===== src/shared/dbgch_pkg.sv =====
/*
  constants shared by the debug command handler and its counter.
  assumes nothing of its surroundings beyond a sv-2012 compiler.
*/
package dbgch_pkg;
  // ----------------------------------------
  // command bytes
  // ----------------------------------------
  localparam logic [7:0] CMD_READ_REV   = 8'h00;  // debug_revision, two bytes
  localparam logic [7:0] CMD_READ_STAT  = 8'h02;  // debug_status_reg, one byte
  localparam logic [7:0] CMD_READ_CNT   = 8'h03;  // elapsed_cycle_counter, two bytes
  localparam logic [7:0] CMD_WRITE_CTL  = 8'h04;  // one data byte follows
  localparam logic [7:0] CMD_READ_CTL   = 8'h05;  // debug_control_reg, one byte
  localparam logic [7:0] CMD_STUFF      = 8'h11;  // stuff instruction
  localparam logic [7:0] CMD_EXEC       = 8'h12;  // execute instruction
  localparam logic [7:0] CMD_FIRST_RSVD = 8'h13;  // 13h..ffh carry no function
  // ----------------------------------------
  // control register layout, reset values, counter width and default revision
  // ----------------------------------------
  localparam int         CTL_MODE_BIT   = 7;      // debug_mode_bit position
  localparam logic [7:0] CTL_RESET      = 8'h00;  // normal operation after reset
  localparam int         CNT_WIDTH      = 16;     // elapsed_cycle_counter width
  localparam logic [15:0] REV_DEFAULT   = 16'h0100; // arbitrary value
  // ----------------------------------------
  // command handler states
  // ----------------------------------------
  typedef enum logic [2:0] {
    ST_IDLE,    // waiting for a command byte
    ST_WDATA,   // waiting for the control write byte
    ST_TX_HI,   // first of two answer bytes on offer
    ST_TX_LO,   // last answer byte on offer
    ST_FWD      // command handed to the rest of the debug unit
  } dbgch_state_e;
endpackage : dbgch_pkg


===== src/shared/dbgch_cnt_if.sv =====
/*
  carrier between the command handler and its cycle counter.
  assumes both ends sit on the same clock.
*/
`timescale 1ns/10ps
interface dbgch_cnt_if #(parameter int W = 16);
  logic         clear;  // restart from zero at a breakpoint release
  logic         run;    // cpu is executing, count this cycle
  logic         zero;   // contents overwritten by a debug command
  logic [W-1:0] value;  // present count
  modport ctrl (output clear, output run, output zero, input value);
  modport cnt  (input clear, input run, input zero, output value);
endinterface : dbgch_cnt_if


===== src/hdl/dbgch_counter.sv =====
/*
  saturating cycle counter used for the elapsed-cycle read.
  assumes clear, run and zero come from logic on clk.
*/
`timescale 1ns/10ps
module dbgch_counter #(
  parameter int W = 16
) (
  // clock and reset
  input wire logic clk,
  input wire logic rst,
  // handler side
  dbgch_cnt_if.cnt cif
);
  import dbgch_pkg::*;

  // ----------------------------------------
  // elaboration check
  // ----------------------------------------
  generate
    if (W < 2) begin : g_bad_width
      $error("counter width below two bits");
    end
  endgenerate

  logic [W-1:0] count_ff;      // running count
  logic [W-1:0] nxt_count;     // next count
  wire          at_max = &count_ff;  // all ones reached

  // saturate rather than wrap so a long run still reads as long
  assign nxt_count = (cif.zero || cif.clear) ? '0 :
                     (cif.run && !at_max)    ? count_ff + {{(W-1){1'b0}}, 1'b1} :
                     count_ff;

  // ----------------------------------------
  // counter register
  // ----------------------------------------
  always_ff @(posedge clk or posedge rst) begin
    if (rst) begin
      count_ff <= '0;
    end else begin
      count_ff <= nxt_count;
    end
  end

  assign cif.value = count_ff;
endmodule : dbgch_counter


===== src/hdl/dbgch_top.sv =====
/*
  debug command handler: takes command bytes from the debug host, answers
  revision, status, counter and control reads, writes the control register,
  and hands every other defined command, save stuff/execute under read-protect, to the rest of the debug unit.
  assumes the byte link, status and option inputs are already on clk.
*/
`timescale 1ns/10ps
module dbgch_top #(
  parameter logic [15:0] REVISION = dbgch_pkg::REV_DEFAULT,  // arbitrary value
  parameter int          CNT_W    = dbgch_pkg::CNT_WIDTH
) (
  // clock and reset
  input  wire logic       clk,
  input  wire logic       rst,
  // byte link from the host
  input  wire logic       rx_valid,
  input  wire logic [7:0] rx_byte,
  // byte link to the host
  output logic            tx_valid_ff,
  output logic [7:0]      tx_byte_ff,
  input  wire logic       tx_ready,
  // device state
  input  wire logic       read_protect,
  input  wire logic [7:0] debug_status_reg,
  input  wire logic       cpu_running,
  input  wire logic       run_start,
  input  wire logic       cmd_clobber,
  // hand-off to the rest of the debug unit
  output logic            fwd_valid_ff,
  output logic [7:0]      fwd_cmd_ff,
  input  wire logic       fwd_done,
  // control register and refusal flag
  output logic [7:0]      debug_control_reg_ff,
  output logic            refused_ff
);
  import dbgch_pkg::*;

  // ----------------------------------------
  // elaboration check
  // ----------------------------------------
  generate
    if (CNT_W != 16) begin : g_bad_cnt
      $error("answer path carries exactly two counter bytes");
    end
  endgenerate

  dbgch_state_e state_ff;      // handler state
  dbgch_state_e nxt_state;     // next handler state
  logic [15:0]  resp_ff;       // answer word held while bytes go out
  logic         fwd_se_ff;     // forwarded command is stuff or execute
  logic [7:0]   nxt_ctl;       // next control value
  logic [7:0]   nxt_tx_byte;   // next byte on offer

  dbgch_cnt_if #(.W(CNT_W)) cif ();

  // ----------------------------------------
  // command decode
  // ----------------------------------------
  wire take      = rx_valid && (state_ff == ST_IDLE);   // command byte taken
  wire is_rev    = (rx_byte == CMD_READ_REV);
  wire is_stat   = (rx_byte == CMD_READ_STAT);
  wire is_cnt    = (rx_byte == CMD_READ_CNT);
  wire is_wctl   = (rx_byte == CMD_WRITE_CTL);
  wire is_rctl   = (rx_byte == CMD_READ_CTL);
  wire is_se     = (rx_byte == CMD_STUFF) || (rx_byte == CMD_EXEC);
  wire is_rsvd   = (rx_byte >= CMD_FIRST_RSVD);
  wire refuse    = is_se && read_protect;
  wire local_cmd = is_rev || is_stat || is_cnt || is_wctl || is_rctl;
  wire is_two    = is_rev || is_cnt;                                    // two-byte answers
  wire is_read   = is_two || is_stat || is_rctl;
  wire drop      = is_rsvd || refuse;
  wire do_fwd    = take && !local_cmd && !drop;
  wire wr_ctl    = rx_valid && (state_ff == ST_WDATA);
  wire tx_done   = tx_valid_ff && tx_ready;

  // read-protect keeps the mode bit pinned once set; reset or a write with read-protect low frees it
  assign nxt_ctl = {rx_byte[CTL_MODE_BIT] | (read_protect & debug_control_reg_ff[CTL_MODE_BIT]),
                    rx_byte[CTL_MODE_BIT-1:0]};

  // answer word selected at the moment the command is taken
  wire [15:0] read_word = is_rev  ? REVISION :
                          is_cnt  ? cif.value :
                          is_stat ? {8'h00, debug_status_reg} :
                          {8'h00, debug_control_reg_ff};

  // high byte leaves first, then the low byte
  assign nxt_tx_byte = (state_ff == ST_TX_HI) ? resp_ff[7:0] :
                       is_two ? read_word[15:8] : read_word[7:0];

  // ----------------------------------------
  // next state
  // ----------------------------------------
  always_comb begin
    nxt_state = state_ff;
    unique case (state_ff)
      ST_IDLE: begin
        if (take && !drop) begin
          if (is_wctl) begin
            nxt_state = ST_WDATA;        // data byte follows
          end else if (is_read) begin
            nxt_state = is_two ? ST_TX_HI : ST_TX_LO;
          end else begin
            nxt_state = ST_FWD;
          end
        end
      end
      ST_WDATA: begin
        if (rx_valid) begin
          nxt_state = ST_IDLE;
        end
      end
      ST_TX_HI: begin
        if (tx_ready) begin
          nxt_state = ST_TX_LO;
        end
      end
      ST_TX_LO: begin
        if (tx_ready) begin
          nxt_state = ST_IDLE;
        end
      end
      ST_FWD: begin
        if (fwd_done) begin
          nxt_state = ST_IDLE;           // rest of unit owns the link meanwhile
        end
      end
    endcase
  end

  // ----------------------------------------
  // state and answer registers
  // ----------------------------------------
  always_ff @(posedge clk or posedge rst) begin
    if (rst) begin
      state_ff <= ST_IDLE;
      resp_ff  <= 16'h0000;
    end else begin
      state_ff <= nxt_state;
      if (take && is_read) begin
        resp_ff <= read_word;            // snapshot, later bytes stay coherent
      end
    end
  end

  // byte offered to the host, held until it accepts
  always_ff @(posedge clk or posedge rst) begin
    if (rst) begin
      tx_valid_ff <= 1'b0;
      tx_byte_ff  <= 8'h00;
    end else if ((take && is_read) || (tx_done && state_ff == ST_TX_HI)) begin
      tx_valid_ff <= 1'b1;
      tx_byte_ff  <= nxt_tx_byte;
    end else if (tx_done) begin
      tx_valid_ff <= 1'b0;
    end
  end

  // ----------------------------------------
  // control register
  // ----------------------------------------
  always_ff @(posedge clk or posedge rst) begin
    if (rst) begin
      debug_control_reg_ff <= CTL_RESET;
    end else if (wr_ctl) begin
      debug_control_reg_ff <= nxt_ctl;
    end
  end

  // ----------------------------------------
  // hand-off and refusal flags
  // ----------------------------------------
  always_ff @(posedge clk or posedge rst) begin
    if (rst) begin
      fwd_valid_ff <= 1'b0;
      fwd_cmd_ff   <= 8'h00;
      fwd_se_ff    <= 1'b0;
      refused_ff   <= 1'b0;
    end else begin
      fwd_valid_ff <= do_fwd;            // one-cycle pulse
      refused_ff   <= take && drop;
      if (do_fwd) begin
        fwd_cmd_ff <= rx_byte;
        fwd_se_ff  <= is_se;
      end
    end
  end

  // ----------------------------------------
  // elapsed cycle counter
  // ----------------------------------------
  assign cif.clear = run_start;
  assign cif.run   = cpu_running;
  assign cif.zero  = cmd_clobber || ((state_ff == ST_FWD) && fwd_se_ff);

  dbgch_counter #(.W(CNT_W)) u_counter (
    .clk (clk),
    .rst (rst),
    .cif (cif)
  );
endmodule : dbgch_top


===== config.mk =====
export PLATFORM = sky130hd
export DESIGN_NAME = dbgch_top
export DESIGN_NICKNAME = d
export VERILOG_FILES = /design/src/shared/dbgch_pkg.sv /design/src/shared/dbgch_cnt_if.sv /design/src/hdl/dbgch_counter.sv /design/src/hdl/dbgch_top.sv
export SDC_FILE = /design/constraint.sdc
export NUM_CORES = 1
export LEC_CHECK = 0
export BUFFER_PORTS_ARGS = -buffer_cell sky130_fd_sc_hd__clkbuf_2
export CORE_MARGIN = 3
export CORE_UTILIZATION = 60
export DETAILED_ROUTE_END_ITERATION = 16
export PLACE_DENSITY = 0.95
export SLEW_MARGIN = 20
export SYNTH_ARGS = -nofsm -noshare
export SYNTH_HDL_FRONTEND = slang
export SYNTH_SLANG_ARGS = --single-unit
export TNS_END_PERCENT = 1

===== constraint.sdc =====
create_clock -name clk -period 4.8 [get_ports clk]
set_clock_uncertainty 0.15 [all_clocks]
set_input_delay 0.48 -clock clk [delete_from_list [all_inputs] [get_ports clk]]
set_output_delay 0.48 -clock clk [all_outputs]
set_load 0.05 [all_outputs]

# Word level (Yosys, flattened, before mapping)
# Cells that the tools add are included.
# totals
regBits,55
elab_cells,80
output_inout_bits,27
inputBits,25
# classes
add_sub_neg,1
n_reduce_logical,33
eq_ne,15
mux,18
bitwise,2
n_lt_le_gt_ge,1
# ops
op,n
2-to-1 mux 16 bit,4
2-to-1 mux 8 bit,3
2-to-1 mux 3 bit,7
adder 16 x 1 -> 16 bit (second input constant),1
equality test 8 x 2 -> 1 bit (second input constant),2
equality test 8 x 3 -> 1 bit (second input constant),2
equality test 8 x 5 -> 1 bit (second input constant),2
AND reduction 16 bit,1
case mux 3 bit (5 select lines),1
logical AND 1 bit,12
logical OR 1 bit,12
greater-or-equal comparator 8 x 5 -> 1 bit (second input constant),1
zero test 8 bit,1
!= test 2 bit (second input constant),4
equality test 3 x 2 -> 1 bit (second input constant),2
AND reduction 5 bit,1
nonzero test 2 bit,2
equality test 3 x 1 -> 1 bit (second input constant),1
equality test 3 bit (second input constant),1
zero test 1 bit,3
zero test 3 bit,1
2-to-1 mux 1 bit,3
!= test 2 x 1 -> 1 bit (second input constant),1
AND 1 bit,1
bitwise OR 1 bit,1

# Depth between registers and ports, before layout
# Gate-level depths: netlist of the first run.
# logic_depth
word_depth,8
ltp_mapped,7
ltp_nobuf,6

# Modules after synthesis
# A second synthesis of the first run with hierarchy kept.
# unflattened
cells_unflattened,307
area_unflattened_um2,3052.9
# by_module_without_submodules
mod,seq_area_each_um2,cells_each,n_inst,area_per_inst_um2
dbgch_top,975.9,203,1,2112.0
dbgch_counter,400.4,104,1,940.9

# Least setup slack after synthesis of the first run
# Ideal clock, no wire load.
# synth_path
path_kind,input to register
startpoint,in rx_byte[7]
endpoint,reg tx_byte_ff[0]
required_time_ns,4.529
arrival_time_ns,2.134
path_buffers,0
path_slack_ns,2.395
setup_ns,0.121
stages,5
cell_sequence,or4_4 > nor4_2 > mux2_1 > or3_1 > a22o_1
# synth_via
elab_chain_len,6
word_cells_on_any_way,14
classes_between,3 x eq/ne; 5 x mux; 6 x reduce/logical
# synth_lines
item,line_no,rtl
from (decl),dbgch_top.sv:17,"input wire logic [7:0] rx_byte,"
"equality test 8 x 2 -> 1 bit, or another cell as far along",dbgch_top.sv:61,wire is_stat = (rx_byte == CMD_READ_STAT);
2-to-1 mux 8 bit or logical OR 1 bit (tied branches),"dbgch_top.sv:83, dbgch_top.sv:69",
2-to-1 mux 16 bit or logical OR 1 bit (tied branches),"dbgch_top.sv:82, dbgch_top.sv:70",
2-to-1 mux 16 bit or logical OR 1 bit (tied branches),"dbgch_top.sv:81, dbgch_top.sv:70",
2-to-1 mux 8 bit or logical AND 1 bit (tied branches),"dbgch_top.sv:88, dbgch_top.sv:150",
2-to-1 mux 8 bit or logical OR 1 bit (tied branches),"dbgch_top.sv:87, dbgch_top.sv:150",
to (signal assigned),dbgch_top.sv:152,tx_byte_ff <= nxt_tx_byte;
to (decl),dbgch_top.sv:20,"output logic [7:0] tx_byte_ff,"
# Parallel ways exist; a longest one is shown, timed or not.
# A chain may end at the register's enable or synchronous reset.

# Worst setup path after layout of the first run
# layout_path
startpoint,in rx_byte[0]
endpoint,reg fwd_cmd_ff[4]
# layout_via
elab_chain_len,8
word_cells_on_any_way,19
classes_between,1 x order compare; 6 x eq/ne; 12 x reduce/logical
# layout_lines
item,line_no,rtl
branches (longest 7 deep; another with greater-or-equal comparator 8 x 5 -> 1 bit),n/a,
logical AND 1 bit (*),dbgch_top.sv:72,wire do_fwd = take && !local_cmd && !drop;
to (signal assigned),dbgch_top.sv:182,fwd_cmd_ff <= rx_byte;
to (decl),dbgch_top.sv:30,"output logic [7:0] fwd_cmd_ff,"
# Mark *: on every way between the ends.

==> results by group, run 1 <==
Timing
  • Setup-failing EPs final: 0
  • Final Max Slew Viols: 0
  • Worst hold slack: 0.1644 ns
  • RSZ-0062 raised after global routing: no
  • Fin crit share: 56.25%
  • Slew @ Worst Pin: 0.9293 ns
  • Fin. Hold Viols: 0
  • Fin crit period: 2.700 ns
  • Max Fclk: 370.4 MHz
  • Setup TNS: 0 ns
  • Worst rel slew slack: 37.97%

Setup path
  • FF-to-FF setup slack: 2.24 ns
  • R2R Path End: fwd_cmd_ff[4]
  • Crit start category: input pin
  • FF-to-FF path depth: 3
  • Crit end category: flip-flop
  • CP Class: input pin to flip-flop
  • WP data required: 4.86 ns
  • Crit path max fanout: 24
  • Arrival time worst endpoint: 2.76 ns
  • R2R Path Start: state_ff[2]

Worst hold path
  • Hold crit path type: input pin to async pin

CTS
  • Post_cts resized: 0
  • CTS clk-pin slew, worst paths: 0.10 ns
  • CTS max path bufs: 2
  • Setup bufs post-CTS: 0
  • Clock Latency Late Sink: 0.31 ns
  • Sink Count: 55
  • Clock Tree Root: clkbuf_8
  • CTS Buf Count: 5
  • H-tree depth: 2
  • Hold-fix buffers at CTS: 0
  • CTS tree: yes

Global route
  • First-pass GRT wire length: 11650 um
  • Number of global-route vias before repair: 2351
  • Grt total ovfl: 0
  • Gr usage total: 24.84%
  • Initial antenna violation count: 0
  • Largest net degree at the start of global routing: 56

Cells and area
  • Ant diodes: 0
  • Fraction of final layout cells sized beyond drive strength 1: 25.44%
  • Area Growth Syn to Fin: 11.91%
  • Final nets: 367
  • Non-Filler Instances: 409
  • Fill cells: 349

Floorplanning
  • Die width: 76.64 um
  • # rows: 25
  • Die Area: 0.005874 mm2
  • Core Region: 0.004786 mm2
  • Initial Util: 62.56%
  • IO Pins: 52
  • Die H: 76.64 um

Power
  • Pwr/cell area: 440.0 mW/mm2
  • P_leak: 0.001451 uW
  • Peak supply drop: 0.4198 mV
  • Overall power: 1474 uW

Synth
  • Synthesized flop and latch total: 55
  • Area leader, netlist: dfrtp_1
  • Synth area leaders: dfrtp_1 46%, mux2_2 4.9%, nand2_1 3.5%, xnor2_1 3.2%, o21ai_1 2.7%
  • Synthesized instance count: 299
  • Post-synth cell types: 52
  • Share of the synthesized area in the top cell type: 45.97%
  • Post-synthesis sequential area ratio: 45.97%
  • Number of synthesized flops with an enable pin: 0
  • Synth Net Count: 325
  • Syn_area_per_cell: 10.01 um2
  • Top FF cell, synth: dfrtp_1
  • Yosys warns: 0
  • Async set-reset flop share out of synthesis: 100.0%
  • Post-Syn Area: 0.002994 mm2

Routing
  • Per-cell routed wire length: 17.42 um
  • # DRC: 0
  • DRT antenna net count: 0
  • Drt pass-1 iters: 6
  • Vias: 2581
  • DRT iter0 DRCs: 159
  • DRT Wirelength: 7124 um
  • Vias per cell: 6.311

Placement
  • HPWL reported at the end of detailed placement: 5228 um
  • PortBufs: 51
  • GP Congestion: 0.9429
  • Placed Instances: 401

Flow run
  • Maxcap violations: 0

Status
  • Status: completed
[flip-flops by register name, indices dropped and copies added (netlist names)]
name                  count
refused_ff                1
resp_ff                   8
tx_valid_ff               1
tx_byte_ff                8
fwd_cmd_ff                8
fwd_valid_ff              1
fwd_se_ff                 1
u_counter.cif.value      16
debug_control_reg_ff      8
state_ff                  3
[layout make-up]
class,instances,area [um2],area share [%]
clock inverter,3,22.52,0.6721
tap,67,83.83,2.502
multi-input combinational,223,1524,45.48
inverter,5,20.02,0.5975
sequential,55,1376,41.08
timing repair buffer,51,255.2,7.618
clock buffer,5,68.82,2.054
[power breakdown]
group | internal (uW) | switching, uW
Sequential | 548 | 87.7
Combinational | 176 | 400
Clock | 106 | 157
[placed cells by master, fill, tap and decap left out, types with 5 or more instances in the layout]
cell      instances
clkbuf_8          5
nor2_1           21
a211oi_1          6
dfrtp_1          55
a21oi_1           8
o21ai_1          16
nand2b_1          5
a22o_1            8
nand3_1           6
nand2_1          28
clkbuf_2         51
a221o_1           6
mux2_2           13
a22oi_1           6
nor3_1            9
nor2b_1           8
xnor2_1          11
o21ai_0          15
[synthesized netlist by cell type, types with 2 or more instances]
cell type,count
a2111oi_1,2
a211oi_1,6
a21oi_1,8
a221o_1,6
a221oi_1,2
a22o_1,8
a22oi_1,6
a31o_1,2
and2_1,3
and3_1,3
and4_1,2
buf_2,6
clkbuf_1,8
dfrtp_1,55
inv_1,5
mux2_1,2
mux2_2,13
mux2_4,4
mux2i_1,3
nand2_1,28
nand2b_1,5
nand3_1,6
nand4_1,4
nor2_1,21
nor2b_1,8
nor3_1,9
nor3_2,3
nor4_1,2
nor4_2,2
nor4b_1,3
o211ai_1,2
o21a_1,2
o21ai_0,15
o21ai_1,16
or3_1,2
xnor2_1,11
[cell families after synthesis]
kind of cell | synth area share, %
adder cells (fa/ha/maj) | 0.4178
buffers and inverters | 3.134
multiplexers | 8.650
AND/OR/NAND/NOR | 19.14
XOR/XNOR | 3.510
flip-flops | 45.97
AO/OA/AOI/OAI | 19.18
[layer usage]
metal	routed length (um)	global-route usage, %	vias up
met5	0	0	-
met4	206	8.514	0
met3	517	4.492	23
met2	3309	39.02	139
met1	3090	34.84	1226
li1	-	-	1193
[through the flow]
step	utilization [%]	cell area [um2]	setup slack (ns)
6_report	70.01	3351	2.100
4_1_cts	69.99	3349	2.177
3_5_place_dp	68.08	3258	1.889
5_1_grt	70.01	3351	1.986
2_1_floorplan	-	2994	2.395
3_3_place_gp	68.08	3258	2.030
[worst max-delay path by stage]
| stage | cells after the start | to | slack [ns] | start |
|---|---|---|---|---|
| 5_1_grt | 6 | fwd_cmd_ff[4] | 1.99 | rx_byte[0] |
| 6_report | 6 | fwd_cmd_ff[4] | 2.10 | rx_byte[0] |
| 3_5_place_dp | 6 | fwd_cmd_ff[4] | 1.89 | rx_byte[0] |
| 2_1_floorplan | 5 | tx_byte_ff[0] | 2.39 | rx_byte[7] |
| 3_3_place_gp | 6 | fwd_cmd_ff[4] | 2.03 | rx_byte[0] |
| 4_1_cts | 6 | fwd_cmd_ff[4] | 2.18 | rx_byte[0] |
[worst max-delay path, stage by stage]
cell      delay (ns)
clkbuf_2        0.40
nor2b_1         0.44
nor2_1          0.08
o21a_1          0.21
nor3_2          0.76
mux2_1          0.39
Note: power is estimated with default switching activity, not from simulation.
==> run 2: changes to the inputs <==
- CORE_UTILIZATION: 60 -> 51
- PLACE_DENSITY: 0.95 -> 0.88
- clock period: 4.8 -> 2.3 ns (I/O delays scaled with it)
==> run 2 against run 1 <==
Against the previous run: combinational power increased by 120%; critical endpoint unchanged; utilization shrank 6.6 points; sequential cell count did not move; setup slack got worse by 2.0 ns.
==> results by group, run 2 (same netlist as run 1, synthesis figures left out) <==
Placement
  • Placed Instances: 426
  • PortBufs: 51
  • Setup slack at placement: -0.01981 ns
  • GP Congestion: 0.9118
  • HPWL reported at the end of detailed placement: 5552 um

Setup path
  • Crit start category: flip-flop
  • Crit end category: flip-flop
  • Arrival time worst endpoint: 2.23 ns
  • CP Class: flip-flop to flip-flop
  • WP data required: 2.35 ns
  • Crit path max fanout: 11

Timing
  • Worst setup margin: 0.1274 ns
  • Setup TNS: 0 ns
  • Setup-failing EPs final: 0
  • Fin crit share: 94.46%
  • Final Max Slew Viols: 0
  • Fin crit period: 2.173 ns
  • Worst rel slew slack: 54.67%
  • Fin. Hold Viols: 0
  • Slew @ Worst Pin: 0.6799 ns
  • Max Fclk: 460.3 MHz
  • RSZ-0062 raised after global routing: no
  • Worst hold slack: 0.06951 ns

Power
  • Peak supply drop: 0.7839 mV
  • Pwr/cell area: 886.1 mW/mm2
  • P_leak: 0.001557 uW

CTS
  • H-tree depth: 2
  • CTS Buf Count: 5
  • CTS tree: yes
  • Sink Count: 55
  • CTS clk-pin slew, worst paths: 0.11 ns
  • Clock Tree Root: clkbuf_8
  • CTS max path bufs: 2
  • Clock Latency Late Sink: 0.32 ns

Status
  • Status: completed

Cells and area
  • Most frequent cells in the layout: 55 x dfrtp_1, 51 x clkbuf_2, 28 x nand2_1, 21 x nor2_1, 20 x buf_4
  • Multi-input gate area: 0.001548 mm2
  • Area Growth Syn to Fin: 18.72%
  • Non-Filler Instances: 436
  • Ant diodes: 0
  • Final nets: 389
  • Commonest non-fill, non-tap cell in the layout: dfrtp_1
  • Final Core Density: 63.39%
  • Fraction of final layout cells sized beyond drive strength 1: 29.40%
  • Register area: 0.001376 mm2
  • Max reg flops: 16
  • Fill cells: 467

Global route
  • Grt total ovfl: 0
  • First-pass GRT wire length: 12480 um
  • Largest net degree at the start of global routing: 56
  • Initial antenna violation count: 0
  • Gr usage total: 24.06%
  • Number of global-route vias before repair: 2506

Routing
  • Drt pass-1 iters: 5
  • DRT antenna net count: 0
  • Vias: 2687
  • DRT iter0 DRCs: 297
  • Per-cell routed wire length: 17.72 um
  • Vias per cell: 6.163
  • # DRC: 0
  • DRT Wirelength: 7728 um

Floorplanning
  • Die H: 82.62 um
  • # rows: 27
  • IO Pins: 52
  • Die width: 82.62 um
  • Initial Util: 53.39%
  • Die Area: 0.006826 mm2
  • Core Region: 0.005608 mm2

Flow run
  • Maxcap violations: 0

Worst hold path
  • Hold crit path type: input pin to flip-flop
-- run 2: where the power goes --
part / total [uW] / leakage (uW) / internal, uW / switching (uW)
combinational: 1250 / 0.000775 / 395 / 858
sequential: 1320 / 0.000735 / 1140 / 176
clock: 576 / 0.0000467 / 226 / 350
total: 3150 / 0.00156 / 1770 / 1380
-- run 2: worst max-delay path, stage by stage (launching register included) --
cell and delay, ns:
dfrtp_1 0.39, or4b_1 0.61, nor3_4 0.52, mux2_1 0.38
-- run 2: repair_timing --
action,in CTS,in global routing
setup endpoints to repair,4,3
resized for setup,1,2
hold buffers,2,0
buffers inserted,0,0
hold endpoints to repair,56,0
-- run 2: cell type report --
class	count	area share (%)
repair buffers	73	11.97
clock buffers	5	1.936
flip-flops and latches	55	38.72
well taps	72	2.534
clock inverters	3	0.7744
multi-input cells	223	43.54
inverters	5	0.5280
-- run 2: path summary, 6_finish.rpt --
kind	start	end	slack [ns]	cells after the start
max	state_ff[2]	fwd_cmd_ff[4]	0.13	3
min	fwd_done	state_ff[2]	0.07	3
max reg2reg	state_ff[2]	fwd_cmd_ff[4]	0.13	3
min reg2reg	resp_ff[3]	resp_ff[3]	0.34	2
max in group asynchronous	rst	u_counter.cif.value[12]	1.05	4
min in group asynchronous	rst	u_counter.cif.value[8]	0.50	4
-- run 2: metal layers --
| metal | share of wire (%) | GRT usage (%) | vias up |
|---|---|---|---|
| met1 | 41 | 32.92 | 1291 |
| met5 | 0 | 0 | - |
| met4 | 2.2 | 6.699 | 0 |
| met2 | 49 | 39.74 | 139 |
| met3 | 7.5 | 3.579 | 22 |
| li1 | - | - | 1235 |
-- run 2: metrics by stage --
stage / area, um2 / power (uW)
2_1_floorplan: 2994 / 2211
4_1_cts: 3537 / 3138
6_report: 3555 / 3150
3_5_place_dp: 3415 / 2565
5_1_grt: 3555 / 3290
3_3_place_gp: 3415 / 2542
==> run 3: changes to the inputs <==
- ABC_AREA: not set -> 1
- PLACE_DENSITY: 0.88 -> 0.87
==> run 3 against run 2 <==
Against the previous run: register-to-register slack better by 0.13 ns; count of clock-buffer cells in the layout up 1; synthesized area up 7.2%; via count up 20%; clock power up 31%; first-iteration DRC count up 2.7%; synthesized cell count up 52%; sequential share of layout area down 1.4 points; utilization down 1.8 points; critical endpoint is now u_counter.cif.value[4]; largest cell class unchanged; die area up 6.7%.
==> results by group, run 3 <==
Timing
  • Fin crit period: 2.046 ns
  • RSZ-0062 raised after global routing: no
  • Slew @ Worst Pin: 0.6220 ns
  • Max Fclk: 488.9 MHz
  • Worst rel slew slack: 58.48%
  • Final Max Slew Viols: 0
  • Fin. Hold Viols: 0
  • Setup-failing EPs final: 0
  • Fin crit share: 88.94%
  • Setup TNS: 0 ns

Setup path
  • R2R Path Start: u_counter.cif.value[0]
  • WP data required: 2.37 ns
  • CP Buf/Inv Count: 1
  • CP Class: flip-flop to flip-flop
  • Critical Path, Cell by Cell: ha_1 > nand3_1 > nor3_4 > nand3_2 > nand2_4 > nand2_4 > clkinv_4 > nand2_1 > o31ai_1
  • Max stage delay on crit path: 0.39 ns
  • CP most frequent cell: nand2_4
  • Crit end category: flip-flop
  • Largest delay contributor family on the critical path: simple AND/OR/NAND/NOR gates
  • Critical path launch point: u_counter.cif.value[0]
  • Slowest-stage cell, CP: dfrtp_1
  • Crit start category: flip-flop
  • Arrival time worst endpoint: 2.11 ns
  • Crit path max fanout: 16

Global route
  • GR Util met2: 36.23%
  • Grt total ovfl: 0
  • Met3 Usage GRT: 5.049%
  • Gr usage total: 23.66%
  • Number of global-route vias before repair: 2978
  • Initial antenna violation count: 0
  • Largest net degree at the start of global routing: 29
  • GRT Max-Usage Layer: met2
  • Met1 usage: 33.00%
  • First-pass GRT wire length: 13950 um

Synth
  • Post-Synth XOR/XNOR Area: 0.8187%
  • Synth Area in Simple Gates: 39.49%
  • Synth Area in Compound Gates: 7.836%
  • Synthesized instance count: 453
  • Synth Area in Adders: 0.3899%
  • Most common cell in the netlist: nand2_1
  • Most instantiated cells after synthesis: 165 x nand2_1, 56 x nand3_1, 55 x dfrtp_1
  • Area leader, netlist: dfrtp_1
  • Synth Net Count: 479
  • Post-synthesis sequential area ratio: 42.88%
  • Multiplexer area fraction after synthesis: 0%
  • Syn_area_per_cell: 7.085 um2
  • Async set-reset flop share out of synthesis: 100.0%
  • Post-synth cell types: 31
  • Yosys warns: 0
  • Synth area leaders: dfrtp_1 43%, nand2_1 19%, nand3_1 8.7%, inv_1 6.3%, o21ai_0 5.0%
  • Share of the synthesized area in the top cell type: 42.88%
  • Number of synthesized flops with an enable pin: 0
  • Synthesized flop and latch total: 55
  • Top FF cell, synth: dfrtp_1
  • Largest family of logic cells by synthesized area: simple AND/OR/NAND/NOR gates
  • Post-Syn Area: 0.003209 mm2

Placement
  • HPWL reported at the end of detailed placement: 6063 um
  • Placed Instances: 574
  • PortBufs: 51
  • GP Congestion: 0.9212
  • Placed inst area: 0.003537 mm2

Floorplanning
  • IO Pins: 52
  • Die H: 85.33 um
  • # rows: 28
  • Initial Util: 53.57%
  • Die Area: 0.007280 mm2
  • Die width: 85.33 um
  • Core Region: 0.005991 mm2

CTS
  • Clock Tree Root: clkbuf_8
  • H-tree depth: 2
  • Sink Count: 55
  • CTS Buf Count: 5
  • CTS clk-pin slew, worst paths: 0.10 ns
  • CTS max path bufs: 2
  • Clock Latency Late Sink: 0.31 ns
  • CTS tree: yes
  • Setup bufs post-CTS: 0

Cells and area
  • Ant diodes: 0
  • Fraction of final layout cells sized beyond drive strength 1: 16.90%
  • Cell area after layout: 0.003690 mm2
  • Area Growth Syn to Fin: 14.97%
  • Fill cells: 531
  • Most frequent cells in the layout: 165 x nand2_1, 56 x nand3_1, 55 x dfrtp_1, 53 x inv_1, 51 x clkbuf_2
  • Final Core Density: 61.59%
  • Final nets: 534
  • Non-Filler Instances: 584
  • Commonest non-fill, non-tap cell in the layout: nand2_1
  • Max reg flops: 16

Power
  • P_sw: 1493 uW
  • Peak supply drop: 0.9074 mV
  • Sw Ratio: 43.78%
  • Power Internal: 1917 uW
  • Pwr/cell area: 924.4 mW/mm2
  • Logic gate share of total power: 39.8%
  • P_leak: 0.002011 uW
  • Power share of the sequential group: 38.1%
  • Overall power: 3411 uW
  • Clock power share: 22.2%

Routing
  • Vias: 3223
  • DRT iter0 DRCs: 305
  • DRT antenna net count: 0
  • DRT Wirelength: 8142 um
  • Drt pass-1 iters: 6
  • Vias per cell: 5.519
  • # DRC: 0
  • Per-cell routed wire length: 13.94 um

Status
  • Status: completed

Flow run
  • Maxcap violations: 0

Worst hold path
  • Hold Startpoint: tx_ready
  • Hold crit path type: input pin to flip-flop
==> run 3: cell types whose count changed after synthesis, moves of 8 or more <==
cell / change
a22o_1: -8
nor2_1: +11
o21ai_1: -16
nand2_1: +137
inv_1: +49
o21ai_0: +17
nor2b_1: -8
mux2_2: -13
nand3_1: +50
xnor2_1: -11
==> run 3: path summary, 6_finish.rpt <==
check / end / slack, ns / cells after the start
max: u_counter.cif.value[4] / 0.25 / 9
min: tx_valid_ff / 0.01 / 2
max reg2reg: u_counter.cif.value[4] / 0.25 / 9
min reg2reg: fwd_cmd_ff[5] / 0.35 / 2
max in group asynchronous: u_counter.cif.value[13] / 1.07 / 4
min in group asynchronous: fwd_cmd_ff[4] / 0.37 / 3
==> run 3: layout make-up <==
class | count | area (um2) | area share [%]
Tap cell | 75 | 93.84 | 2.543
Sequential cell | 55 | 1376 | 37.30
Timing Repair Buffer | 56 | 310.3 | 8.410
Multi-Input combinational cell | 333 | 1558 | 42.22
Clock inverter | 2 | 60.06 | 1.628
Clock buffer | 6 | 72.57 | 1.967
Inverter | 57 | 219.0 | 5.934
==> run 3: power groups by stage <==
stage	Clock [uW]	Sequential, uW	Combinational [uW]
after CTS	755	1300	1360
final	756	1300	1360
after detailed placement	0	1320	1350
after global routing	809	1320	1480
after global placement	0	1310	1320
after floorplan	0	1850	457
==> run 3: layer usage <==
layer	up-vias	share of wire, %
met2	151	46
li1	1556	-
met3	19	8.1
met1	1497	43
met4	0	2.3
met5	-	0
==> run 3: kinds of logic (layout without fill, tap and decap cells) <==
logic type	count (synthesis)	after routing
AOI/OAI and AO/OA	45	45
DFF	55	55
and+or+nand+nor	284	284
xor gates and xnor gates	3	3
buffers and inverters	65	121
adders and majority gates	1	1
==> run 3: timing repair <==
item,CTS,global route
hold endpoints to repair,28,0
hold buffers,2,0
gates resized for setup,0,0
endpoints found under the setup margin,0,0
==> run 3: metrics by stage <==
stage	hold WS, ns	setup slack (ns)
floorplan	0.1910	0.5320
global placement	0.1630	0.3096
detailed placement	0.1697	0.1947
CTS	0.01305	0.2830
global route	0.001953	0.09387
finish	0.01404	0.2544
